## src/common/cyclic_timer_pkg.sv

```systemverilog
/*
 * Constants for the cyclic sense timers and the switch supply fault policy:
 * register addresses, field positions, reset values, time bases and codes.
 * Assumes a 25 MHz core clock and 7-bit register addresses from the SPI frame decoder.
 */
package cyclic_timer_pkg;
    // ------------------------------------------------------------------
    // Register map
    // ------------------------------------------------------------------
    localparam logic [6:0] ADDR_FIRST_TIMER  = 7'h0C;
    localparam logic [6:0] ADDR_SECOND_TIMER = 7'h0D;
    localparam logic [6:0] ADDR_FAULT_POLICY = 7'h10;
    localparam logic [7:0] REG_RESET         = 8'h00;
    localparam logic [7:0] TIMER_RW_MASK     = 8'h77;
    localparam logic [7:0] POLICY_RW_MASK    = 8'h70;

    // ------------------------------------------------------------------
    // Field positions
    // ------------------------------------------------------------------
    localparam int ON_MSB  = 6;
    localparam int ON_LSB  = 4;
    localparam int PER_MSB = 2;
    localparam int PER_LSB = 0;
    localparam int OV_DIS_BIT  = 6;
    localparam int UV_DIS_BIT  = 5;
    localparam int RECOVER_BIT = 4;

    // ------------------------------------------------------------------
    // On-time and period codes
    // ------------------------------------------------------------------
    localparam logic [2:0] ON_STOP_LOW  = 3'h0;
    localparam logic [2:0] ON_STOP_HIGH = 3'h6;
    localparam logic [2:0] ON_RESERVED  = 3'h7;
    localparam logic [2:0] PER_RESERVED = 3'h7;

    // ------------------------------------------------------------------
    // Switch configuration codes
    // ------------------------------------------------------------------
    localparam logic [2:0] HS_ON          = 3'h1;
    localparam logic [2:0] HS_FIRST_TIMER = 3'h2;
    localparam logic [2:0] HS_SECOND_TIMER = 3'h3;

    // ------------------------------------------------------------------
    // Time base: all on-times and periods are whole multiples of 0.1 ms.
    // ------------------------------------------------------------------
    localparam int CLK_PERIOD_NS = 40;
    localparam int TICK_NS       = 100000;
    localparam int TICK_CYCLES   = TICK_NS / CLK_PERIOD_NS;
    localparam int TICK_W        = 12;
    localparam int SPAN_W        = 15;

    // On-times in 0.1 ms ticks: 0.1, 0.3, 1.0, 10, 20 ms.
    localparam logic [SPAN_W-1:0] ON_T1 = 15'h0001;
    localparam logic [SPAN_W-1:0] ON_T2 = 15'h0003;
    localparam logic [SPAN_W-1:0] ON_T3 = 15'h000A;
    localparam logic [SPAN_W-1:0] ON_T4 = 15'h0064;
    localparam logic [SPAN_W-1:0] ON_T5 = 15'h00C8;
    // Periods in 0.1 ms ticks: 10, 20, 50, 100, 200 ms, 1 s, 2 s.
    localparam logic [SPAN_W-1:0] PER_T0 = 15'h0064;
    localparam logic [SPAN_W-1:0] PER_T1 = 15'h00C8;
    localparam logic [SPAN_W-1:0] PER_T2 = 15'h01F4;
    localparam logic [SPAN_W-1:0] PER_T3 = 15'h03E8;
    localparam logic [SPAN_W-1:0] PER_T4 = 15'h07D0;
    localparam logic [SPAN_W-1:0] PER_T5 = 15'h2710;
    localparam logic [SPAN_W-1:0] PER_T6 = 15'h4E20;
endpackage

```

## src/cyclic_sense_timers.sv

```systemverilog
/*
 * Two cyclic sense timers and the supply fault shutdown policy of four high-side outputs.
 * Assumes an SPI frame decoder that presents one-cycle write and read strobes with a 7-bit
 * address, and switch control logic that supplies the four 3-bit switch configurations.
 */
`timescale 1ns/1ns
`default_nettype none
module cyclic_sense_timers #(
    parameter int TICK_LEN = cyclic_timer_pkg::TICK_CYCLES
) (
    input  wire logic        clk,                 // 25 MHz core clock
    input  wire logic        rst_n,               // Asynchronous power-on reset, active low
    input  wire logic        soft_reset,          // Synchronous soft reset pulse
    input  wire logic        reg_wr,              // Register write strobe
    input  wire logic        reg_rd,              // Register read strobe
    input  wire logic [6:0]  reg_addr,            // Register address
    input  wire logic [7:0]  reg_wdata,           // Register write data
    output logic      [7:0]  reg_rdata,           // Read data, valid the cycle after reg_rd
    input  wire logic [11:0] hs_config,           // Four 3-bit switch configurations
    input  wire logic        restart_hs_clear,    // Switch settings cleared in restart mode
    input  wire logic [1:0]  timer_wake_en,       // Timer enabled as wake source
    input  wire logic        switch_supply_ov,    // Switch supply overvoltage
    input  wire logic        switch_supply_uv,    // Switch supply undervoltage
    output logic      [1:0]  timer_level,         // Current timer output levels
    output logic      [1:0]  cyclic_wake_sample,  // Pulse at end of on-time for wake filtering
    output logic      [3:0]  high_side_output,    // Switch drive
    output logic             supply_shutdown      // Switches held off by a supply fault
);
    import cyclic_timer_pkg::*;

    // ------------------------------------------------------------------
    // Decoding helpers
    // ------------------------------------------------------------------
    function automatic logic [SPAN_W-1:0] on_ticks(input logic [2:0] code);
        case (code)
            3'h1:    on_ticks = ON_T1;
            3'h2:    on_ticks = ON_T2;
            3'h3:    on_ticks = ON_T3;
            3'h4:    on_ticks = ON_T4;
            3'h5:    on_ticks = ON_T5;
            default: on_ticks = '0;
        endcase
    endfunction

    function automatic logic [SPAN_W-1:0] per_ticks(input logic [2:0] code);
        case (code)
            3'h0:    per_ticks = PER_T0;
            3'h1:    per_ticks = PER_T1;
            3'h2:    per_ticks = PER_T2;
            3'h3:    per_ticks = PER_T3;
            3'h4:    per_ticks = PER_T4;
            3'h5:    per_ticks = PER_T5;
            3'h6:    per_ticks = PER_T6;
            default: per_ticks = '0;
        endcase
    endfunction

    // A timer is assigned when any switch names it.
    function automatic logic timer_assigned(input logic [11:0] cfg, input logic [2:0] sel);
        logic hit;
        hit = 1'b0;
        for (int s = 0; s < 4; s++) begin
            hit = hit | (cfg[3*s +: 3] == sel);
        end
        timer_assigned = hit;
    endfunction

    // ------------------------------------------------------------------
    // Shared 0.1 ms tick prescaler
    // ------------------------------------------------------------------
    logic [TICK_W-1:0] pre_cnt;
    wire               tick = (pre_cnt == TICK_W'(TICK_LEN - 1));

    always_ff @(posedge clk or negedge rst_n) begin
        if (!rst_n) begin
            pre_cnt <= '0;
        end else begin
            pre_cnt <= tick ? '0 : pre_cnt + 1'b1;
        end
    end

    // ------------------------------------------------------------------
    // Registers
    // ------------------------------------------------------------------
    logic [7:0] fault_policy;
    logic [7:0] timer_reg [2];
    logic [1:0] timer_out;

    wire wr_policy = reg_wr && (reg_addr == ADDR_FAULT_POLICY);

    always_ff @(posedge clk or negedge rst_n) begin
        if (!rst_n) begin
            fault_policy <= REG_RESET;
        end else if (soft_reset) begin
            fault_policy <= REG_RESET;
        end else if (wr_policy) begin
            fault_policy <= reg_wdata & POLICY_RW_MASK;
        end
    end

    // ------------------------------------------------------------------
    // Timers
    // ------------------------------------------------------------------
    genvar t;
    generate
        for (t = 0; t < 2; t++) begin : g_timer
            logic [SPAN_W-1:0] span_cnt;
            wire  [2:0] on_code  = timer_reg[t][ON_MSB:ON_LSB];
            wire  [2:0] per_code = timer_reg[t][PER_MSB:PER_LSB];
            wire  [6:0] my_addr  = (t == 0) ? ADDR_FIRST_TIMER : ADDR_SECOND_TIMER;
            wire  [2:0] my_sel   = (t == 0) ? HS_FIRST_TIMER : HS_SECOND_TIMER;
            wire        wr_hit   = reg_wr && (reg_addr == my_addr);
            // Clearing the timer avoids a false open-load reading after restart.
            wire        sense_clear = restart_hs_clear && timer_assigned(hs_config, my_sel);
            // Codes 0, 6 and 7 and a reserved period leave the timer stopped.
            wire        running  = (on_code != ON_STOP_LOW) && (on_code != ON_STOP_HIGH) &&
                                   (on_code != ON_RESERVED) && (per_code != PER_RESERVED);
            wire        last     = (span_cnt == per_ticks(per_code) - 1'b1);
            wire        on_phase = running && (span_cnt < on_ticks(on_code));
            wire        on_end   = running && tick && (span_cnt == on_ticks(on_code) - 1'b1);
            wire        next_out = on_phase || (on_code == ON_STOP_HIGH);

            always_ff @(posedge clk or negedge rst_n) begin
                if (!rst_n) begin
                    timer_reg[t] <= REG_RESET;
                end else if (soft_reset || sense_clear) begin
                    timer_reg[t] <= REG_RESET;
                end else if (wr_hit) begin
                    timer_reg[t] <= reg_wdata & TIMER_RW_MASK;
                end
            end

            // Any write restarts the period, so a running code starts a fresh cycle at once.
            always_ff @(posedge clk or negedge rst_n) begin
                if (!rst_n) begin
                    span_cnt <= '0;
                end else if (wr_hit || !running) begin
                    span_cnt <= '0;
                end else if (tick) begin
                    span_cnt <= last ? '0 : span_cnt + 1'b1;
                end
            end

            // Wake sampling is independent of switch use, so both run from one count.
            always_ff @(posedge clk or negedge rst_n) begin
                if (!rst_n) begin
                    timer_out[t]          <= 1'b0;
                    cyclic_wake_sample[t] <= 1'b0;
                end else begin
                    timer_out[t]          <= next_out;
                    cyclic_wake_sample[t] <= on_end && timer_wake_en[t];
                end
            end
        end
    endgenerate

    assign timer_level = timer_out;

    // ------------------------------------------------------------------
    // Supply fault policy
    // ------------------------------------------------------------------
    logic shut_latched;

    wire ov_trip   = switch_supply_ov && !fault_policy[OV_DIS_BIT];
    wire uv_trip   = switch_supply_uv && !fault_policy[UV_DIS_BIT];
    wire fault_now = ov_trip || uv_trip;
    // Without recovery the outputs stay off until software turns every switch off.
    wire all_off   = (hs_config == 12'h000);
    wire release_ok = !fault_now && (fault_policy[RECOVER_BIT] || all_off);

    always_ff @(posedge clk or negedge rst_n) begin
        if (!rst_n) begin
            shut_latched <= 1'b0;
        end else if (fault_now) begin
            shut_latched <= 1'b1;
        end else if (release_ok) begin
            shut_latched <= 1'b0;
        end
    end

    logic [3:0] next_hs;
    always_comb begin
        next_hs = '0;
        for (int s = 0; s < 4; s++) begin
            case (hs_config[3*s +: 3])
                HS_ON:           next_hs[s] = 1'b1;
                HS_FIRST_TIMER:  next_hs[s] = timer_out[0];
                HS_SECOND_TIMER: next_hs[s] = timer_out[1];
                default:         next_hs[s] = 1'b0;
            endcase
        end
    end

    wire shut_next = fault_now || (shut_latched && !release_ok);

    always_ff @(posedge clk or negedge rst_n) begin
        if (!rst_n) begin
            high_side_output <= '0;
            supply_shutdown  <= 1'b0;
        end else begin
            high_side_output <= shut_next ? 4'h0 : next_hs;
            supply_shutdown  <= shut_next;
        end
    end

    // ------------------------------------------------------------------
    // Read path
    // ------------------------------------------------------------------
    wire [7:0] rd_mux = (reg_addr == ADDR_FIRST_TIMER)  ? timer_reg[0] :
                        (reg_addr == ADDR_SECOND_TIMER) ? timer_reg[1] :
                        (reg_addr == ADDR_FAULT_POLICY) ? fault_policy : 8'h00;

    always_ff @(posedge clk or negedge rst_n) begin
        if (!rst_n) begin
            reg_rdata <= 8'h00;
        end else if (reg_rd) begin
            reg_rdata <= rd_mux;
        end
    end
endmodule // cyclic_sense_timers
`default_nettype wire

```

## config.mk

```make
export PLATFORM = sky130hd
export DESIGN_NAME = cyclic_sense_timers
export DESIGN_NICKNAME = d
export VERILOG_FILES = /design/src/common/cyclic_timer_pkg.sv /design/src/cyclic_sense_timers.sv
export SDC_FILE = /design/constraint.sdc
export NUM_CORES = 1
export LEC_CHECK = 0
export BUFFER_PORTS_ARGS = -buffer_cell sky130_fd_sc_hd__buf_4
export CORE_ASPECT_RATIO = 1.4
export CORE_MARGIN = 4
export CORE_UTILIZATION = 45
export DETAILED_ROUTE_END_ITERATION = 10
export PLACE_DENSITY = 0.75
export SLEW_MARGIN = 20
export SYNTH_ARGS = -nofsm -noshare
export SYNTH_HDL_FRONTEND = slang
export SYNTH_SLANG_ARGS = --single-unit
export TNS_END_PERCENT = 20
```

## constraint.sdc

```tcl
create_clock -name clk -period 3.7 [get_ports clk]
set_input_delay 0.74 -clock clk [delete_from_list [all_inputs] [get_ports clk]]
set_output_delay 0.74 -clock clk [all_outputs]
set_load 0.02 [all_outputs]
```

# After elaboration in Yosys (flattened, before gate mapping)
# Index checks and enable logic that the tools add are counted.
# word_totals
ff_bits	84
elab_cells	155
output_inout_bits	17
# classes
addsub	7
mux	27
reduce_logical	49
n_eq_ne	50
magnitude_cmp	2
bitwise	6
# ops
cell	n
15-bit one-hot mux with 7 select lines	2
15-bit two-way mux	6
8-bit one-hot mux with 5 select lines	2
8-bit two-way mux	9
15-bit == test	4
15-bit by 1-bit subtractor with 15-bit output, second input constant	4
3-bit by 2-bit == test with 1-bit output, second input constant	16
3-bit == test, second input constant	12
15-bit by 1-bit adder with 15-bit output, second input constant	2
15-bit less-than comparator	2
3-bit by 1-bit == test with 1-bit output, second input constant	8
1-bit logical AND	23
3-bit != test, second input constant	6
7-bit by 4-bit == test with 1-bit output, second input constant	2
12-bit by 1-bit adder with 12-bit output, second input constant	1
12-bit == test, second input constant	1
12-bit logical NOT	1
12-bit two-way mux	1
1-bit one-hot mux with 3 select lines	4
2-bit nonzero test	6
1-bit logical OR	9
7-bit by 5-bit == test with 1-bit output, second input constant	1
1-bit logical NOT	6
3-bit logical NOT	2
other kinds (4)	11

# Depth between registers and ports, before layout
# Gate-level depths: netlist of run 1.
# logic_depth
word_depth	9
ltp_mapped	15

# Least setup slack after synthesis of run 1
# Ideal clock, no wire load.
# synth_timing
kind	register to register
start	register timer_reg (netlist bit g_timer[0].on_code[1])
end	register cyclic_wake_sample[0]
t_required_ns	3.578
stages_incl_launch_ff	15
arrival_time_ns	3.567
slack_ns	0.012
setup_ns	0.122
period_less_slack_ns	3.688
path_cell_list	dfrtp_1 buf_2 inv_1 ha_1 nor3_1 o21ai_0 ha_1 o21ai_0 a21o_1 ha_1 xor2_1 a2111oi_0 nand4_1 or4_1 a2111oi_1
# synth_between
elab_chain_cells	7
# synth_lines
element	line_no	source
start: declaration	cyclic_sense_timers.sv:86	logic [7:0] timer_reg [2];
start signal: indexed assignment	cyclic_sense_timers.sv:129	timer_reg[t] <= reg_wdata & TIMER_RW_MASK;
parallel branches: the longest is 5 deep, another holds 15-bit by 1-bit subtractor with 15-bit output	--	
1-bit logical AND *	cyclic_sense_timers.sv:120	wire on_end = running && tick && (span_cnt == on_ticks(on_code) - 1'b1);
1-bit logical AND *	cyclic_sense_timers.sv:151	cyclic_wake_sample[t] <= on_end && timer_wake_en[t];
end signal: indexed assignment	cyclic_sense_timers.sv:151	
end: declaration	cyclic_sense_timers.sv:25	output logic [1:0] cyclic_wake_sample,
# Mark *: on every way between the ends.
# A chain may end at the register's enable or synchronous reset.

# Final worst setup path of run 1
# layout_timing
start	register timer_reg (netlist bit g_timer[0].on_code[2])
end	register cyclic_wake_sample[0]
# Same word-level chain as after synthesis.

==> flow_metrics.tcl, run 1 <==
set metrics [dict create \
    async_flop_share_pct 100.0 \
    cpMostUsedCell "ha_1" \
    dr.first_iter.drc_count 220 \
    clock_path_buffers 2 \
    fp-row-count 48 \
    die_h_um 141.6 \
    hold_ws_ns 0.5016 \
    hold_depth 1 \
    drt_wl_total_um 15040 \
    layout.nets 804 \
    sw_frac_of_total_pct 21.88 \
    grt_max_degree 74 \
    synth_edf_count 0 \
    die_area_um2 14640 \
    overflow 0 \
    core-area_um2 12430 \
    outcome "complete, no violations" \
    drv_cap 0 \
    hold_path.class "reg -> reg" \
    track_usage_pct 21.30 \
    clk_pin_slew_ns 0.06 \
    fin_setup_tns_ns 0 \
    hpwl_um 11060 \
    power_density_nw_per_um2 284.7 \
    pwr-share-seq_pct 43.3 \
    fin_skew_ns 0.006022 \
    comb_power_share_pct 4.8 \
    layout-drive-gt1-share_pct 13.36 \
    slew_violations 0 \
    antenna_found_initial 0 \
    yosys_warnings 0 \
    ys_seq_elements 73 \
    worstPathArrival_ns 3.67 \
    cp_max_fo 15 \
    antenna_cells 0 \
    vias 5538 \
    leakage_nw 2.687 \
    internal-power_mw 1.445 \
    endpoint_kind "flop" \
    port_buffers 49 \
    vias_per_cell 6.215 \
    area_growth_pct 13.33 \
    crit_chain "buf_6 > inv_1 > ha_1 > inv_1 > ha_1 > o21ai_0 > a21o_1 > ha_1 > xor2_1 > a2111oi_1 > nand4_1 > or4_1 > a2111oi_4" \
    final_antenna_net_count 0 \
    clock_latency_ns 0.34 \
    required_ns 3.93 \
    wl_per_cell_um 16.88 \
    synth_ff_type "dfrtp_1" \
    avgSynthCellArea_um2 7.988 \
    max_freq_mhz 290.8 \
    critical-path-max-stage-delay_ns 0.57 \
    grt_pass1_wl_um 25230 \
    rsz0062_at_grt "no" \
    critPathSlowestCell "or4_1" \
    slew_headroom_pct 37.64 \
    yosysSeqAreaShare_pct 31.85 \
    io_pins 54 \
    worstMarginPinSlew_ns 0.9354 \
    root_buffer "clkbuf_16" \
    post_synth_num_cell_types 68 \
    layout_min_cycle_time_ns 3.439 \
    synthCells 718 \
    fin_crit_sh_pct 92.95 \
    setup_violations 0 \
    power.switching_mw 0.4049 \
    cts_tree "yes" \
    pwr-share-clk_pct 51.9 \
    critPathKind "reg -> reg" \
    drc 0 \
    finalHoldViolCount 0 \
    cts_sinks 73 \
    dieWidth_um 103.4 \
    gp_congestion 0.9210 \
    grt_pass1_vias 5409 \
    vdd_drop_max_uv 161.2 \
    initial_utilization_pct 46.14 \
    critPathLaunchType "flop" \
    synth_area_um2 5736 \
    reg2regPathDepth 13 \
    numCtsBuffers 9 \
    dr.pass1.iters 5 \
    htreeDepth 3 \
    post_cts_buffers 0 \
]
worst max-delay path, delay by kind of cell, from the launching register on:
family | cells | cell delay, ns
adder cells (fa/ha/maj) | 3 | 0.72
AND/OR/NAND/NOR | 2 | 0.71
AO/OA/AOI/OAI | 4 | 0.99
buffers and inverters | 3 | 0.40
flip-flops | 1 | 0.37
XOR/XNOR | 1 | 0.17
power groups by stage:
stage          Clock (mW)  Sequential, mW  Combinational (mW)
3_3_place_gp            0           0.815              0.0880
2_1_floorplan           0           0.817              0.0295
4_1_cts             0.974           0.801              0.0906
3_5_place_dp            0           0.815              0.0903
5_1_grt              1.00           0.801               0.100
6_report            0.960           0.801              0.0896
Yosys cell counts (5+ instances only):
library cell   n  share of area, %
a21oi_1       47               4.1
nor2b_1        9              0.98
nand3_2        6               1.0
a21o_1         8               1.0
a31oi_1        7              0.76
nor3_1        25               2.2
nand2b_1       9              0.98
buf_1          5              0.33
nand2_1       72               4.7
inv_1         32               2.1
and3_1        17               1.9
or3_1          5              0.55
o21a_1         6              0.79
o31ai_1        5              0.65
o22ai_1        5              0.55
dfrtp_1       73                32
mux2i_1        8               1.4
o21ai_0       33               2.9
nor4_1        15               1.6
clkbuf_1      32               2.1
nand3_1       46               4.0
ha_1          31               6.8
nand4_1       13               1.4
buf_2         15               1.3
nor2_1        62               4.1
xor2_1        25               3.8
xnor2_1       26               4.0
routing by layer:
metal	GRT usage, %	vias to the layer above	part of all wire (%)
li1	-	2598	-
met1	24.14	2664	38
met3	2.902	70	5.0
met5	0	-	0
met2	36.53	206	52
met4	13.64	0	5.5
state kept, by name (all words and copies together), names as in the netlist:
name,flops
g_timer.per_code,6
pre_cnt,12
g_timer.on_code,6
supply_shutdown,1
reg_rdata,6
cyclic_wake_sample,2
timer_level,2
shut_latched,1
high_side_output,4
fault_policy,3
g_timer.span_cnt,30
area by class of cell:
class                   count  area [um2]
flip-flops and latches     73        1827
clock buffers              10       239.0
repair buffers             63       476.7
well taps                 150       187.7
clock inverters             6       91.34
fillers                  1140        5932
multi-input cells         557        3558
inverters                  32       120.1
repair_timing:
item                                    CTS  global route
hold buffers                              0             0
endpoints found under the setup margin    0             1
resized for setup                         0             5
per-stage QoR:
| step | power [mW] | setup WS [ns] | cells | utilization (%) | instance area [um2] |
|---|---|---|---|---|---|
| final | 1.850 | 0.2609 | 891 | 52.28 | 6500 |
| after global routing | 1.906 | 0.02824 | 891 | 52.28 | 6500 |
| after CTS | 1.866 | 0.09525 | 891 | 52.10 | 6477 |
| after detailed placement | 0.9057 | 0.1459 | 875 | 49.45 | 6147 |
| after global placement | 0.9033 | 0.2251 | 875 | 49.45 | 6147 |
| after floorplan | 0.8460 | 0.01152 | 719 | - | 5739 |
worst paths after layout:
kind	from	slack (ns)	end
max in group asynchronous	rst_n	2.56	g_timer[1].per_code[2]
min	pre_cnt[4]	0.50	pre_cnt[4]
max	g_timer[0].on_code[2]	0.26	cyclic_wake_sample[0]
min reg2reg	pre_cnt[4]	0.50	pre_cnt[4]
max reg2reg	g_timer[0].on_code[2]	0.26	cyclic_wake_sample[0]
min in group asynchronous	rst_n	0.54	g_timer[0].span_cnt[6]
cell usage in the layout, fill, tap and decap left out, types with 13 or more instances in the layout:
| cell type | n |
|---|---|
| o21ai_0 | 32 |
| inv_1 | 32 |
| nand4_1 | 13 |
| a21oi_1 | 47 |
| ha_1 | 31 |
| nand2_1 | 72 |
| xor2_1 | 25 |
| nor4_1 | 15 |
| and3_1 | 17 |
| nor2_1 | 62 |
| nand3_1 | 46 |
| dfrtp_1 | 73 |
| xnor2_1 | 26 |
| buf_4 | 62 |
| nor3_1 | 25 |
kinds of logic (layout without fill, tap and decap cells):
family / after synthesis / after routing / share of synthesized area [%]
other: 1 / 2 / 0.06538
multiplexers: 11 / 11 / 1.985
AND/OR/NAND/NOR: 303 / 303 / 26.79
buffers and inverters: 89 / 111 / 6.501
adder cells (fa/ha/maj): 31 / 31 / 6.763
flip-flops: 73 / 73 / 31.85
XOR/XNOR: 52 / 52 / 8.072
AO/OA/AOI/OAI: 158 / 158 / 17.98
(Power assumes the default switching activity.)
==> run 2: changes to the inputs <==
- CORE_MARGIN: 4 -> unset
- PLACE_DENSITY: 0.75 -> 0.72
- clock period: 3.7 -> 3.75 ns (I/O delays scaled with it)
==> flow_metrics.tcl, run 2 (synthesis gave the netlist of run 1 again) <==
set metrics [dict create \
    endpoint_kind "flop" \
    final_cell_mix "dfrtp_1, nand2_1, buf_4" \
    cp_num_buf_inv 1 \
    worstPathArrival_ns 3.65 \
    hold_depth 1 \
    drc 0 \
    fp-row-count 48 \
    hold_path_end "pre_cnt[5]" \
    fin_crit_sh_pct 91.56 \
    grt_pass1_wl_um 25030 \
    top_register "g_timer.span_cnt" \
    hold_buffers 0 \
    vdd_drop_max_uv 225.0 \
    clk_pin_slew_ns 0.06 \
    hpwl_um 10940 \
    layout.nets 807 \
    vias 5445 \
    die_h_um 135.6 \
    cts_tree "yes" \
    drv_cap 0 \
    clock_latency_ns 0.34 \
    die_area_um2 13210 \
    overflow 0 \
    worstMarginPinSlew_ns 0.9305 \
    required_ns 3.96 \
    dieWidth_um 97.42 \
    finalHoldViolCount 0 \
    wl_per_cell_um 16.82 \
    htreeDepth 3 \
    largest_reg_flops 30 \
    max_freq_mhz 291.2 \
    hold_path.class "reg -> reg" \
    fin_setup_tns_ns 0 \
    utilization_pct 52.45 \
    fin_cells 894 \
    cp_max_fo 4 \
    power.total_mw 1.804 \
    fin_skew_ns 0.006634 \
    power_density_nw_per_um2 278.0 \
    reg2reg_to "cyclic_wake_sample[0]" \
    setup_violations 0 \
    dp_cells 877 \
    critical-path-max-stage-delay_ns 0.52 \
    clock_path_buffers 2 \
    crit_chain "inv_1 > ha_1 > nor3_1 > o21ai_1 > ha_1 > o21ai_0 > a21o_1 > ha_1 > xor2_1 > a2111oi_2 > nand4_1 > or4_1 > a2111oi_1" \
    outcome "complete, no violations" \
    leakage_nw 2.695 \
    grt_max_degree 74 \
    core-area_um2 12370 \
    finalInstanceArea_um2 6489 \
    root_buffer "clkbuf_16" \
    dr.pass1.iters 5 \
    layout-drive-gt1-share_pct 13.44 \
    slew_headroom_pct 37.97 \
    slew_violations 0 \
    placed_cell_area_um2 6162 \
    io_pins 54 \
    track_usage_pct 23.37 \
    min_from "pre_cnt[5]" \
    initial_utilization_pct 46.36 \
    top_regs "g_timer.span_cnt: 30 flops, pre_cnt: 12 flops" \
    layout_min_cycle_time_ns 3.434 \
    critPathLaunchType "flop" \
    n_fill_cell 1114 \
    final_antenna_net_count 0 \
    cts_sinks 73 \
    r2r_slack_ns 0.32 \
    dr.first_iter.drc_count 283 \
    gp_congestion 0.8831 \
    grt_pass1_vias 5263 \
    reg2regPathDepth 13 \
    critPathKind "reg -> reg" \
    critPathTopFamily "compound AO/OA/AOI/OAI gates" \
    antenna_found_initial 0 \
    numCtsBuffers 9 \
    cpMostUsedCell "ha_1" \
    critPathSlowestCell "or4_1" \
    rsz0062_at_grt "no" \
    final_common_cell "dfrtp_1" \
    drt_wl_total_um 15030 \
    r2r_start "g_timer[0].on_code[1]" \
    area_growth_pct 13.13 \
    port_buffers 49 \
    vias_per_cell 6.091 \
    antenna_cells 0 \
]
[run 2: cell count changes in the layout (fill, tap and decap cells not counted)]
cell,before,now
buf_4,62,66
clkbuf_1,0,2
a2111oi_2,2,3
a2111oi_4,1,0
buf_6,1,0
clkbuf_8,1,0
clkinv_2,0,1
clkinv_4,1,0
clkinvlp_4,3,2
[run 2: cell type report]
type / count / area [um2] / share of cell area, %
Multi-Input combinational cell: 557 / 3546 / 54.65
Sequential cell: 73 / 1827 / 28.15
Timing Repair Buffer: 66 / 495.5 / 7.636
Clock buffer: 11 / 232.7 / 3.587
Tap cell: 150 / 187.7 / 2.892
Inverter: 32 / 120.1 / 1.851
Clock inverter: 5 / 80.08 / 1.234
[run 2: worst max path at each step]
stage | start | to | slack [ns] | depth (start not counted)
after CTS | g_timer[0].on_code[1] | cyclic_wake_sample[0] | 0.19 | 13
after global placement | g_timer[0].on_code[1] | cyclic_wake_sample[0] | 0.35 | 13
final | g_timer[0].on_code[1] | cyclic_wake_sample[0] | 0.32 | 13
after floorplan | g_timer[0].on_code[1] | cyclic_wake_sample[0] | 0.06 | 14
after global routing | g_timer[0].on_code[1] | cyclic_wake_sample[0] | 0.02 | 13
after detailed placement | g_timer[0].on_code[1] | cyclic_wake_sample[0] | 0.23 | 13
[run 2: power breakdown]
group          internal [mW]  switching (mW)  leakage (nW)  total, mW
logic                 0.0358          0.0538          1.56     0.0896
registers              0.789         0.00109         0.994      0.790
clock network          0.582           0.342         0.146      0.924
[run 2: worst reg2reg max path, cell delays in order, from the launching register on]
cell and delay (ns):
dfrtp_1 0.34, inv_1 0.05, ha_1 0.35, nor3_1 0.06, o21ai_1 0.22, ha_1 0.21, o21ai_0 0.11, a21o_1 0.19
ha_1 0.30, xor2_1 0.17, a2111oi_2 0.31, nand4_1 0.12, or4_1 0.52, a2111oi_1 0.37
[run 2: layer usage]
layer	global-route usage [%]	vias to the layer above	routed length (um)	part of all wire (%)
met1	26.08	2636	5963	40
li1	-	2592	-	-
met2	43.90	174	7880	52
met5	0	-	0	0
met3	3.096	43	726	4.8
met4	10.46	0	463	3.1
[run 2: repair_timing]
item | CTS | global route
endpoints found under the setup margin | 0 | 1
buffers inserted | 0 | 1
resized for setup | 0 | 3
hold endpoints to repair | 0 | 0
[run 2: per-stage QoR]
stage | hold slack, ns | worst slack (ns)
after floorplan | 0.4544 | 0.06152
after global placement | 0.4911 | 0.3464
after detailed placement | 0.4969 | 0.2301
after CTS | 0.5083 | 0.1863
after global routing | 0.5201 | 0.01755
final | 0.5005 | 0.3165
==> run 3: changes to the inputs <==
- clock period: 3.75 -> 4 ns (I/O delays scaled with it)
==> flow_metrics.tcl, run 3 (synthesis gave the netlist of run 1 again) <==
set metrics [dict create \
    outcome "complete, no violations" \
    slew_headroom_pct 37.36 \
    port_buffers 49 \
    power_density_nw_per_um2 264.9 \
    vdd_drop_max_uv 301.4 \
    overflow 0 \
    track_usage_pct 23.46 \
    top_regs "g_timer.span_cnt: 30 flops, pre_cnt: 12 flops" \
    drv_cap 0 \
    htreeDepth 3 \
    fp-row-count 48 \
    worstMarginPinSlew_ns 0.9396 \
    vias_per_cell 6.074 \
    fin_setup_tns_ns 0 \
    clock_path_buffers 2 \
    layout.nets 796 \
    io_pins 54 \
    largest_reg_flops 30 \
    slew_violations 0 \
    pwr-share-clk_pct 51.5 \
    critPathSlowestCell "or4_1" \
    seq_area_um2 1827 \
    rsz0062_at_grt "no" \
    comb_power_share_pct 4.9 \
    critical-path-max-stage-delay_ns 0.53 \
    final_antenna_net_count 0 \
    fin_crit_sh_pct 91.23 \
    hold_path.class "reg -> reg" \
    antenna_cells 0 \
    antenna_found_initial 0 \
    core-area_um2 12370 \
    die_area_um2 13210 \
    sw_frac_of_total_pct 22.34 \
    grt_pass1_wl_um 25100 \
    max_freq_mhz 274.0 \
    cpMostUsedCell "ha_1" \
    clock_latency_ns 0.34 \
    grt_max_degree 74 \
    gp_congestion 0.8956 \
    clk_pin_slew_ns 0.06 \
    final_common_cell "dfrtp_1" \
    required_ns 4.21 \
    drc 0 \
    cts_tree "yes" \
    worstPathArrival_ns 3.86 \
    cts_sinks 73 \
    fin_cells 883 \
    grt_pass1_vias 5315 \
    dieWidth_um 97.42 \
    hpwl_um 10890 \
    pwr-share-seq_pct 43.6 \
    vias 5363 \
    finalHoldViolCount 0 \
    die_h_um 135.6 \
    n_fill_cell 1149 \
    utilization_pct 51.80 \
    top_register "g_timer.span_cnt" \
    fin_skew_ns 0.008937 \
    cp_max_fo 6 \
    power.switching_mw 0.3794 \
    final_cell_mix "dfrtp_1, nand2_1, nor2_1" \
    critPathTopFamily "compound AO/OA/AOI/OAI gates" \
    cp_num_buf_inv 1 \
    root_buffer "clkbuf_16" \
    layout-drive-gt1-share_pct 12.28 \
    critPathLaunch "g_timer[0].on_code[1]" \
    dr.first_iter.drc_count 246 \
    multiInputGateArea_um2 3541 \
    r2r_start "g_timer[0].on_code[1]" \
    wl_per_cell_um 16.75 \
    setup_violations 0 \
    area_growth_pct 11.74 \
    internal-power_mw 1.319 \
    critPathKind "reg -> reg" \
    layout_min_cycle_time_ns 3.649 \
    critPathLaunchType "flop" \
    dr.pass1.iters 6 \
    power.total_mw 1.698 \
    initial_utilization_pct 46.36 \
    drt_wl_total_um 14790 \
    leakage_nw 2.652 \
    crit_chain "inv_1 > ha_1 > nor3_1 > o21ai_1 > ha_1 > o21ai_0 > a21o_1 > ha_1 > xor2_1 > a2111oi_1 > nand4_1 > or4_1 > a2111oi_1" \
    min_from "pre_cnt[10]" \
    endpoint_kind "flop" \
    numCtsBuffers 9 \
    hold_buffers 0 \
    dp_cells 867 \
]
[run 3: changes by cell type in the layout (fill, tap and decap cells not counted)]
| cell | delta |
|---|---|
| clkinv_2 | +1 |
| a2111oi_2 | -1 |
| buf_4 | -11 |
| clkinvlp_4 | -1 |
| clkbuf_1 | -2 |
| clkinv_4 | +2 |
| a2111oi_1 | +1 |
[run 3: worst paths after layout]
kind	end	slack (ns)	depth (start not counted)
max	cyclic_wake_sample[0]	0.35	13
min	pre_cnt[10]	0.50	1
max reg2reg	cyclic_wake_sample[0]	0.35	13
min reg2reg	pre_cnt[10]	0.50	1
max in group asynchronous	timer_level[1]	2.79	1
min in group asynchronous	pre_cnt[6]	0.61	1
[run 3: cell type report]
cell class	count	share of cell area [%]
clock buffers	9	3.514
clock inverters	7	1.484
inverters	32	1.874
multi-input cells	557	55.25
flip-flops and latches	73	28.50
well taps	150	2.929
repair buffers	55	6.443
[run 3: per-stage QoR]
stage / setup WS (ns) / hold WS, ns / cell area [um2]
6_report: 0.3510 / 0.5040 / 6409
5_1_grt: 0.004154 / 0.5395 / 6409
4_1_cts: 0.2416 / 0.5046 / 6407
3_5_place_dp: 0.2629 / 0.4948 / 6087
3_3_place_gp: 0.3976 / 0.4910 / 6087
2_1_floorplan: 0.3115 / 0.4590 / 5739
[run 3: power by group through the flow]
stage               Combinational [mW]  Sequential, mW  Clock, mW
finish                          0.0830           0.741      0.874
global route                    0.0929           0.741      0.919
CTS                             0.0837           0.741      0.889
detailed placement              0.0836           0.754          0
global placement                0.0812           0.754          0
floorplan                       0.0273           0.755          0
[run 3: timing repair]
action / CTS / global route
setup endpoints to repair: 0 / 1
gates resized for setup: 0 / 2
hold endpoints to repair: 0 / 0
buffers inserted: 0 / 0
[run 3: routing by layer]
layer	GRT usage [%]	routed length (um)
met2	43.51	7886
met5	0	0
met3	2.890	579
met4	11.11	400
met1	26.54	5927
